<file path="config.mk">
export PLATFORM = sky130hd
export DESIGN_NAME = ptm_top
export DESIGN_NICKNAME = d
export VERILOG_FILES = /design/src/ptm_pkg.sv /design/src/ptm_flag.sv /design/src/ptm_chan.sv /design/src/ptm_top.sv
export SDC_FILE = /design/constraint.sdc
export NUM_CORES = 1
export LEC_CHECK = 0
export BUFFER_PORTS_ARGS = -buffer_cell sky130_fd_sc_hd__buf_2
export CORE_AREA = 10 10 204 187
export CTS_BUF_LIST = sky130_fd_sc_hd__clkbuf_4
export CTS_CLUSTER_SIZE = 28
export DETAILED_ROUTE_END_ITERATION = 8
export DIE_AREA = 0 0 214 197
export HOLD_SLACK_MARGIN = 0.08
export PLACE_DENSITY_LB_ADDON = 0.3
export SYNTH_ARGS = -nofsm -noshare
export SYNTH_HDL_FRONTEND = slang
export SYNTH_SLANG_ARGS = --single-unit
</file>
<file path="constraint.sdc">
create_clock -name clk -period 12.6 [get_ports clk]
set_input_delay 1.89 -clock clk [delete_from_list [all_inputs] [get_ports clk]]
set_output_delay 1.89 -clock clk [all_outputs]
set_load 0.1 [all_outputs]
</file>
<file path="src/ptm_pkg.sv">
// ptm_pkg: constants and types shared by the flag and buffer block.
// assumes one 100 MHz clock and a synchronous active-high reset.
//
// Functional notes
// - each event source sets its own flag
// - irq level high while flag and enable
// - clear needs read-while-set then zero write
// - new event between steps restarts clearing
// - up mode overflow at modulo or FFFF wrap
// - center mode overflow at up-to-down turn
// - capture edge select: none, rise, fall, both
// - compare flag on counter equals value
// - edge pwm flag at duty end match
// - center pwm flag at both matches
// - counter write clears counter and prescaler
// - debug reads return frozen live counter
// - debug writes clear counter read latch
// - debug channel reads direct, latch cleared
// - capture mode ignores channel value writes
// - compare loads buffer at next increment
// - pwm loads buffer at modulo-minus-one step
// - center pwm value equals modulo: full duty
// - value modulo-minus-one: nearly full duty
// - zero to nonzero waits next period
// - nonzero to zero finishes current period
// - debug control write drops modulo bytes
// - no clock source: load on second byte
// - interrupt request is active high
package ptm_pkg;

    // ------------------------------------------------------------
    // widths and reset values
    // ------------------------------------------------------------
    localparam logic [15:0] PTM_ZERO16 = 16'h0000;
    localparam logic [15:0] PTM_ALL16 = 16'hFFFF;
    localparam logic [15:0] PTM_ONE16 = 16'h0001;
    localparam logic [15:0] PTM_PRESC_RST = 16'h0000;

    // channel modes decoded from control bits
    typedef enum logic [1:0]
    {
        PTM_MODE_CAPTURE = 2'b00,
        PTM_MODE_COMPARE = 2'b01,
        PTM_MODE_EDGE_PWM = 2'b10,
        PTM_MODE_CENTER_PWM = 2'b11
    } ptm_mode_e;

    // one software access to a byte-wide register pair
    typedef struct packed
    {
        logic rd_hi;
        logic rd_lo;
        logic wr_hi;
        logic wr_lo;
        logic [7:0] wdata;
    } ptm_byte_acc_s;

    // counter status shared by the channel cells
    typedef struct packed
    {
        logic step;
        logic up;
        logic [15:0] count;
    } ptm_cnt_s;

endpackage : ptm_pkg

</file>
<file path="src/ptm_flag.sv">
// ptm_flag: one event flag with the read-then-write-zero clearing handshake.
// assumes set, read and write strobes are single-cycle pulses on clk.
`timescale 1ns/10ps
`default_nettype none
module ptm_flag
    import ptm_pkg::*;
(
    input wire logic clk,
    input wire logic srst,
    input wire logic set_evt,
    input wire logic rd_stb,
    input wire logic wr_stb,
    input wire logic wr_bit,
    input wire logic irq_en,
    output logic flag,
    output logic irq
);

    // ------------------------------------------------------------
    // handshake state
    // ------------------------------------------------------------
    logic armed_reg; // a read saw the flag set

    // arm on a read of a set flag; a new event disarms so the write fails
    always_ff @(posedge clk)
    begin
        if (srst)
        begin
            armed_reg <= 1'b0;
        end
        else if (set_evt)
        begin
            armed_reg <= 1'b0;
        end
        else if (rd_stb && flag)
        begin
            armed_reg <= 1'b1;
        end
        else if (wr_stb)
        begin
            armed_reg <= 1'b0;
        end
    end

    // set beats clear so no event is lost
    always_ff @(posedge clk)
    begin
        if (srst)
        begin
            flag <= 1'b0;
        end
        else if (set_evt)
        begin
            flag <= 1'b1;
        end
        else if (wr_stb && !wr_bit && armed_reg)
        begin
            flag <= 1'b0;
        end
    end

    // registered level request
    always_ff @(posedge clk)
    begin
        if (srst)
        begin
            irq <= 1'b0;
        end
        else
        begin
            irq <= irq_en && (set_evt || (flag && !(wr_stb && !wr_bit && armed_reg)));
        end
    end

endmodule : ptm_flag
`default_nettype wire

</file>
<file path="src/ptm_chan.sv">
// ptm_chan: one channel's value buffer, event detection and pwm output.
// assumes a synchronised capture pin and counter status from the parent.
`timescale 1ns/10ps
`default_nettype none
module ptm_chan
    import ptm_pkg::*;
(
    input wire logic clk,
    input wire logic srst,
    input wire ptm_mode_e mode,
    input wire logic [1:0] edge_sel,
    input wire logic clk_running,
    input wire ptm_cnt_s cnt,
    input wire logic [15:0] modulo,
    input wire logic pre_top,
    input wire logic period_start,
    input wire logic pin_sync,
    input wire ptm_byte_acc_s acc,
    input wire logic csc_wr,
    output logic event_pulse,
    output logic pwm_out,
    output logic [15:0] value
);

    // ------------------------------------------------------------
    // buffer state
    // ------------------------------------------------------------
    logic [7:0] buf_hi_reg; // pending high byte
    logic [7:0] buf_lo_reg; // pending low byte
    logic got_hi_reg; // high byte written
    logic got_lo_reg; // low byte written
    logic pin_prev_reg; // previous pin level
    logic [15:0] active_reg; // value used by center pwm this period
    logic load;

    // pick the moment the buffer moves into the live value
    always_comb
    begin
        load = 1'b0;
        if (got_hi_reg && got_lo_reg)
        begin
            if (!clk_running)
                load = 1'b1;
            else if (mode == PTM_MODE_COMPARE)
                load = cnt.step;
            else
                load = pre_top;
        end
    end

    // capture the written bytes; control writes drop them
    always_ff @(posedge clk)
    begin
        if (srst || csc_wr || load)
        begin
            got_hi_reg <= 1'b0;
            got_lo_reg <= 1'b0;
        end
        else if (mode != PTM_MODE_CAPTURE)
        begin
            if (acc.wr_hi)
            begin
                buf_hi_reg <= acc.wdata;
                got_hi_reg <= 1'b1;
            end
            if (acc.wr_lo)
            begin
                buf_lo_reg <= acc.wdata;
                got_lo_reg <= 1'b1;
            end
        end
    end

    // live channel value; capture mode stores the counter on an edge
    always_ff @(posedge clk)
    begin
        if (srst)
            value <= PTM_ZERO16;
        else if (mode == PTM_MODE_CAPTURE && event_pulse)
            value <= cnt.count;
        else if (load)
            value <= {buf_hi_reg, buf_lo_reg};
    end

    // center pwm latches duty at period start only
    always_ff @(posedge clk)
    begin
        if (srst)
            active_reg <= PTM_ZERO16;
        else if (period_start || mode != PTM_MODE_CENTER_PWM)
            active_reg <= value;
    end

    always_ff @(posedge clk)
    begin
        if (srst)
            pin_prev_reg <= 1'b0;
        else
            pin_prev_reg <= pin_sync;
    end

    // one pulse per recognised event
    always_ff @(posedge clk)
    begin
        if (srst)
            event_pulse <= 1'b0;
        else
        begin
            unique case (mode)
                PTM_MODE_CAPTURE:
                    event_pulse <= (edge_sel[0] && pin_sync && !pin_prev_reg) ||
                        (edge_sel[1] && !pin_sync && pin_prev_reg);
                PTM_MODE_COMPARE, PTM_MODE_EDGE_PWM:
                    event_pulse <= cnt.step && (cnt.count == value);
                PTM_MODE_CENTER_PWM:
                    event_pulse <= cnt.step && (cnt.count == active_reg);
            endcase
        end
    end

    // pwm drive, high-true duty
    always_ff @(posedge clk)
    begin
        if (srst)
            pwm_out <= 1'b0;
        else if (mode == PTM_MODE_EDGE_PWM)
            pwm_out <= (value > modulo) || (cnt.count < value);
        else if (mode == PTM_MODE_CENTER_PWM)
            pwm_out <= !active_reg[15] && (active_reg != PTM_ZERO16) &&
                ((active_reg >= modulo) || (cnt.count < active_reg) ||
                (cnt.count == active_reg && !cnt.up));
        else
            pwm_out <= 1'b0;
    end

endmodule : ptm_chan
`default_nettype wire

</file>
<file path="src/ptm_top.sv">
// ptm_top: counter status, overflow and channel flags, buffers and debug coherency.
// assumes byte access strobes come from the bus on clk; capture pins are asynchronous.
`timescale 1ns/10ps
`default_nettype none
module ptm_top
    import ptm_pkg::*;
(
    input wire logic clk,
    input wire logic srst,
    input wire logic debug_halt_mode,
    input wire logic center_aligned_select,
    input wire logic clock_source_sel_hi,
    input wire logic clock_source_sel_lo,
    input wire logic [15:0] prescale_div,
    input wire logic overflow_irq_enable,
    input wire logic timer_status_control_wr,
    input wire logic timer_status_control_rd,
    input wire logic timer_status_control_wbit,
    input wire ptm_byte_acc_s counter_acc,
    input wire ptm_byte_acc_s modulo_acc,
    input wire ptm_byte_acc_s [1:0] chan_value_acc,
    input wire logic [1:0] channel_status_control_wr,
    input wire logic [1:0] channel_status_control_rd,
    input wire logic [1:0] channel_status_control_wbit,
    input wire ptm_mode_e [1:0] chan_mode,
    input wire logic [1:0] edge_level_sel_hi,
    input wire logic [1:0] edge_level_sel_lo,
    input wire logic [1:0] channel_irq_enable,
    input wire logic [1:0] capture_pin,
    output logic overflow_flag,
    output logic overflow_irq,
    output logic [1:0] channel_event_flag,
    output logic [1:0] channel_irq,
    output logic [15:0] counter_read,
    output logic [1:0][15:0] chan_value_read,
    output logic [1:0] pwm_pin,
    output logic [15:0] modulo_value
);

    // ------------------------------------------------------------
    // counter core
    // ------------------------------------------------------------
    logic [15:0] count_reg; // main counter
    logic [15:0] presc_reg; // prescaler counter
    logic up_reg; // counting direction
    logic [7:0] cnt_latch_reg; // low byte held after a high read
    logic cnt_latch_vld_reg; // read coherency latch valid
    logic [7:0] mod_buf_reg; // pending modulo high byte
    logic mod_got_hi_reg; // modulo high byte written
    logic [1:0] sync1_reg; // first synchroniser stage
    logic [1:0] sync2_reg; // second synchroniser stage
    logic ovf_evt;
    logic step;
    logic running;
    logic [15:0] top;
    logic pre_top;
    logic [1:0] chan_evt;
    logic [1:0][15:0] chan_val;
    ptm_cnt_s cnt_info;

    assign running = clock_source_sel_hi || clock_source_sel_lo;
    // zero modulo means free running to all ones
    assign top = (modulo_value == PTM_ZERO16) ? PTM_ALL16 : modulo_value;
    // counter frozen while halted for debug
    assign step = running && !debug_halt_mode && (presc_reg == prescale_div);
    assign pre_top = step && up_reg && (count_reg == top - PTM_ONE16);
    assign cnt_info = '{step: step, up: up_reg, count: count_reg};

    assign ovf_evt = step && (count_reg == top) && (center_aligned_select || up_reg);

    // prescaler, cleared with the counter
    always_ff @(posedge clk)
    begin
        if (srst || counter_acc.wr_hi || counter_acc.wr_lo || step)
            presc_reg <= PTM_PRESC_RST;
        else if (running && !debug_halt_mode)
            presc_reg <= presc_reg + PTM_ONE16;
    end

    // main counter, up or up/down
    always_ff @(posedge clk)
    begin
        if (srst)
        begin
            count_reg <= PTM_ZERO16;
            up_reg <= 1'b1;
        end
        else if (counter_acc.wr_hi || counter_acc.wr_lo)
        begin
            count_reg <= PTM_ZERO16;
            up_reg <= 1'b1;
        end
        else if (step)
        begin
            if (!center_aligned_select)
            begin
                up_reg <= 1'b1;
                count_reg <= (count_reg == top) ? PTM_ZERO16 : count_reg + PTM_ONE16;
            end
            else if (up_reg && count_reg >= top)
            begin
                up_reg <= 1'b0;
                count_reg <= count_reg - PTM_ONE16;
            end
            else if (!up_reg && count_reg == PTM_ZERO16)
            begin
                up_reg <= 1'b1;
                count_reg <= PTM_ONE16;
            end
            else
                count_reg <= up_reg ? count_reg + PTM_ONE16 : count_reg - PTM_ONE16;
        end
    end

    // ------------------------------------------------------------
    // counter read coherency
    // ------------------------------------------------------------
    always_ff @(posedge clk)
    begin
        if (srst)
        begin
            cnt_latch_reg <= 8'h00;
            cnt_latch_vld_reg <= 1'b0;
        end
        else if (debug_halt_mode && (timer_status_control_wr ||
            counter_acc.wr_hi || counter_acc.wr_lo))
            cnt_latch_vld_reg <= 1'b0;
        else if (!debug_halt_mode && counter_acc.rd_hi)
        begin
            cnt_latch_reg <= count_reg[7:0];
            cnt_latch_vld_reg <= 1'b1;
        end
        else if (counter_acc.rd_lo)
            cnt_latch_vld_reg <= 1'b0;
    end

    always_ff @(posedge clk)
    begin
        if (srst)
            counter_read <= PTM_ZERO16;
        else if (!debug_halt_mode && cnt_latch_vld_reg)
            counter_read <= {count_reg[15:8], cnt_latch_reg};
        else
            counter_read <= count_reg;
    end

    // ------------------------------------------------------------
    // modulo buffer
    // ------------------------------------------------------------
    always_ff @(posedge clk)
    begin
        if (srst)
        begin
            mod_buf_reg <= 8'h00;
            mod_got_hi_reg <= 1'b0;
            modulo_value <= PTM_ZERO16;
        end
        else if (timer_status_control_wr)
            mod_got_hi_reg <= 1'b0;
        else if (modulo_acc.wr_hi)
        begin
            mod_buf_reg <= modulo_acc.wdata;
            mod_got_hi_reg <= 1'b1;
        end
        else if (modulo_acc.wr_lo && mod_got_hi_reg)
        begin
            modulo_value <= {mod_buf_reg, modulo_acc.wdata};
            mod_got_hi_reg <= 1'b0;
        end
    end

    // capture pins pass two flip-flops before use
    always_ff @(posedge clk)
    begin
        if (srst)
        begin
            sync1_reg <= 2'b00;
            sync2_reg <= 2'b00;
        end
        else
        begin
            sync1_reg <= capture_pin;
            sync2_reg <= sync1_reg;
        end
    end

    // ------------------------------------------------------------
    // overflow flag and channels
    // ------------------------------------------------------------
    ptm_flag u_ovf_flag (
        .clk(clk),
        .srst(srst),
        .set_evt(ovf_evt),
        .rd_stb(timer_status_control_rd),
        .wr_stb(timer_status_control_wr),
        .wr_bit(timer_status_control_wbit),
        .irq_en(overflow_irq_enable),
        .flag(overflow_flag),
        .irq(overflow_irq)
    );

    for (genvar i = 0; i < 2; i++)
    begin : g_chan
        ptm_chan u_chan (
            .clk(clk),
            .srst(srst),
            .mode(chan_mode[i]),
            .edge_sel({edge_level_sel_hi[i], edge_level_sel_lo[i]}),
            .clk_running(running),
            .cnt(cnt_info),
            .modulo(top),
            .pre_top(pre_top),
            .period_start(ovf_evt),
            .pin_sync(sync2_reg[i]),
            .acc(chan_value_acc[i]),
            .csc_wr(channel_status_control_wr[i]),
            .event_pulse(chan_evt[i]),
            .pwm_out(pwm_pin[i]),
            .value(chan_val[i])
        );

        ptm_flag u_chan_flag (
            .clk(clk),
            .srst(srst),
            .set_evt(chan_evt[i]),
            .rd_stb(channel_status_control_rd[i]),
            .wr_stb(channel_status_control_wr[i]),
            .wr_bit(channel_status_control_wbit[i]),
            .irq_en(channel_irq_enable[i]),
            .flag(channel_event_flag[i]),
            .irq(channel_irq[i])
        );

        always_ff @(posedge clk)
        begin
            if (srst)
                chan_value_read[i] <= PTM_ZERO16;
            else
                chan_value_read[i] <= chan_val[i];
        end
    end

endmodule : ptm_top
`default_nettype wire

</file>
==> metrics <==
status complete, no violations; ratio of cells with drive above 1 in the final layout 16.6%; Worst VDD drop 0.0677 mV; vias per inst 5.47; Core ar. 33700 um2; pwr dens 103 nW/um2; multi-input logic area 7640 um2; Fin Setup TNS 0 ns; crit path max fanout 17; Iter 0 DRT Violations 1149; final hold vios 0; CTS Hold Bufs 0; Post-CTS Setup Bufs 0; Cell Area, Synth 13300 um2; syn_area_per_cell 8.62 um2; Leak Pwr 6.98 nW; CTS H-tree depth 2; critical-path cell list nor3_1, nand2_1, nor2_1, nor2_1, ha_1, nand4_1, a2111oi_1, o22ai_1, and4_1, a21oi_4, nand2_1, nor3b_1; post-DR wirelength/cell 19.3 um; Yosys reg bits 234; unrepaired setup endpoints after global routing no; worst min path class flop to flop; initial antenna violation count 3; I/O Buffers 149; clock period minus worst slack 5.65 ns; synth unique cells 76; gpl congestion 0.920; die area 42200 um2; Site Rows 64; CTS Root Cell clkbuf_4; CTS Buf Count 60; largest cells by area after synthesis dfxtp_1 30%, ha_1 14%, edfxtp_1 7.2%; clk_skew 0.0419 ns; post_cts resized 0; cell area after layout 15300 um2; Critical Path AT 6.00 ns; first-pass iteration count of the detailed router 8; CTS clock-pin slew for the worst setup and hold paths 0.07 ns; EDFF count, synth 32; Slowest cell on crit path nor3b_1; Max-slew headroom 18.8%; Req. time, crit path 12.94 ns; TritonCTS clock tree yes; Synth top area share 30.4%; GRT overflow 0; Synth Warn # 0; Final Cycle Share 44.9%; post-layout util 45.3%; Peak Freq 177 MHz; worst slew pin tran 1.22 ns; GRT Util Overall 19.5%; Layout area overhead 14.7%; CP Class flop to flop; antenna-violating nets left 0; Worst Hold Slack 0.439 ns; Chip Height 197 um; vias in the first global route 11672; Critical Path Start Type flop; DP Wirelength 30800 um; Nets 1943; num ports 164; CTS max path bufs 3; Seq. cell area 5000 um2; fill count 3345; Residual DRC 0; Main synth FF type dfxtp_1; WL final 42700 um; ys async rst share 0%; first-pass GRT wire length 65400 um; Die X 214 um; gate count of the mapped netlist 1546; Yosys top cell by area dfxtp_1; Clock Sinks 234; # setup viols final 0; Post-Syn Nets 1786; Starting Density 39.5%; Pins Over Slew Limit 0; Vias 12085; max-capacitance violation count 0; Slowest Stage Delay on Critical Path 1.02 ns; placed standard-cell area 14500 um2; largest net degree at the start of global routing 83; commonest cells after routing, fill and taps aside 202 x dfxtp_1, 189 x nand2_1, 163 x nor2_1; later-pin clock latency in the skew report 0.74 ns; commonest non-fill, non-tap cell in the layout dfxtp_1; sequential-to-total area share from yosys stat 37.6%; Setup crit end kind flop
final timing paths:
check                          startpoint  cells after the start  slack [ns]                                        to
min               sync1_reg[0]$_SDFF_PP0_                      1        0.44                   sync2_reg[0]$_SDFF_PP0_
min reg2reg       sync1_reg[0]$_SDFF_PP0_                      1        0.44                   sync2_reg[0]$_SDFF_PP0_
max reg2reg  modulo_value[6]$_SDFFE_PP0P_                     12        6.95  g_chan[1].u_chan.buf_lo_reg[5]$_DFFE_PP_
max          modulo_value[6]$_SDFFE_PP0P_                     12        6.95  g_chan[1].u_chan.buf_lo_reg[5]$_DFFE_PP_
worst max-delay path, delay by kind of cell (launching register included):
family,cells,cell delay (ns)
and+or+nand+nor,8,2.91
AOI/OAI and AO/OA,3,1.28
DFF,1,0.63
adders and majority gates,1,0.47
power breakdown:
group,internal (mW),switching [mW]
clock,0.364,0.319
combinational,0.0379,0.0773
sequential,0.765,0.00512
total,1.17,0.401
area by class of cell:
cell class | count | share of cell area [%]
Timing Repair Buffer | 177 | 6.27
Clock buffer | 90 | 4.42
Antenna cell | 2 | 0.0327
Multi-Input combinational cell | 1148 | 50.0
Tap cell | 462 | 3.78
Sequential cell | 234 | 32.7
Inverter | 82 | 2.01
Clock inverter | 14 | 0.729
layer usage:
layer	vias to the layer above	routed length, um	global-route usage (%)
met2	499	19000	30.8
met1	5626	18500	25.1
met4	2	1520	8.11
met3	108	3710	4.56
met5	-	13	0
li1	5850	-	-
cell families (layout without fill, tap and decap cells):
logic type,count (synthesis),in the layout,share of synthesized area (%)
adders and majority gates,148,148,13.9
buffers and inverters,164,363,5.14
other,0,2,0
AOI/OAI and AO/OA,343,343,16.8
muxes,45,45,3.40
and+or+nand+nor,565,565,20.1
DFF,234,234,37.6
xor gates and xnor gates,47,47,3.09
cell usage after synthesis, types with 4 or more instances:
master,number
inv_1,82
buf_1,7
nand4_1,35
nor4_1,15
and2_1,5
buf_4,6
ha_1,148
and3_1,17
nand2_1,189
mux2i_1,43
a21o_1,32
nor2b_1,25
nand2b_1,12
o211ai_1,6
o31ai_1,5
nand3b_1,5
a2111oi_0,4
a211oi_1,47
dfxtp_1,202
xor2_1,20
edfxtp_1,32
nor3_1,29
a31oi_1,4
o2bb2ai_1,5
xnor2_1,27
nor2_1,163
a21oi_1,130
nor3b_1,9
nor4b_1,4
o21a_1,10
a311oi_1,6
or3_1,11
buf_2,4
or2_2,5
nand3_1,26
clkbuf_1,61
a22oi_1,7
o21ai_0,42
o22ai_1,8
through the flow:
step | std cells | worst slack (ns) | power (mW)
after floorplan | 1546 | 7.49 | 0.854
after global placement | 2103 | 6.86 | 0.898
after detailed placement | 2103 | 6.78 | 0.900
after CTS | 2207 | 7.03 | 1.58
after global routing | 2208 | 6.55 | 1.63
final | 2209 | 6.95 | 1.57
(Power assumes the default switching activity.)
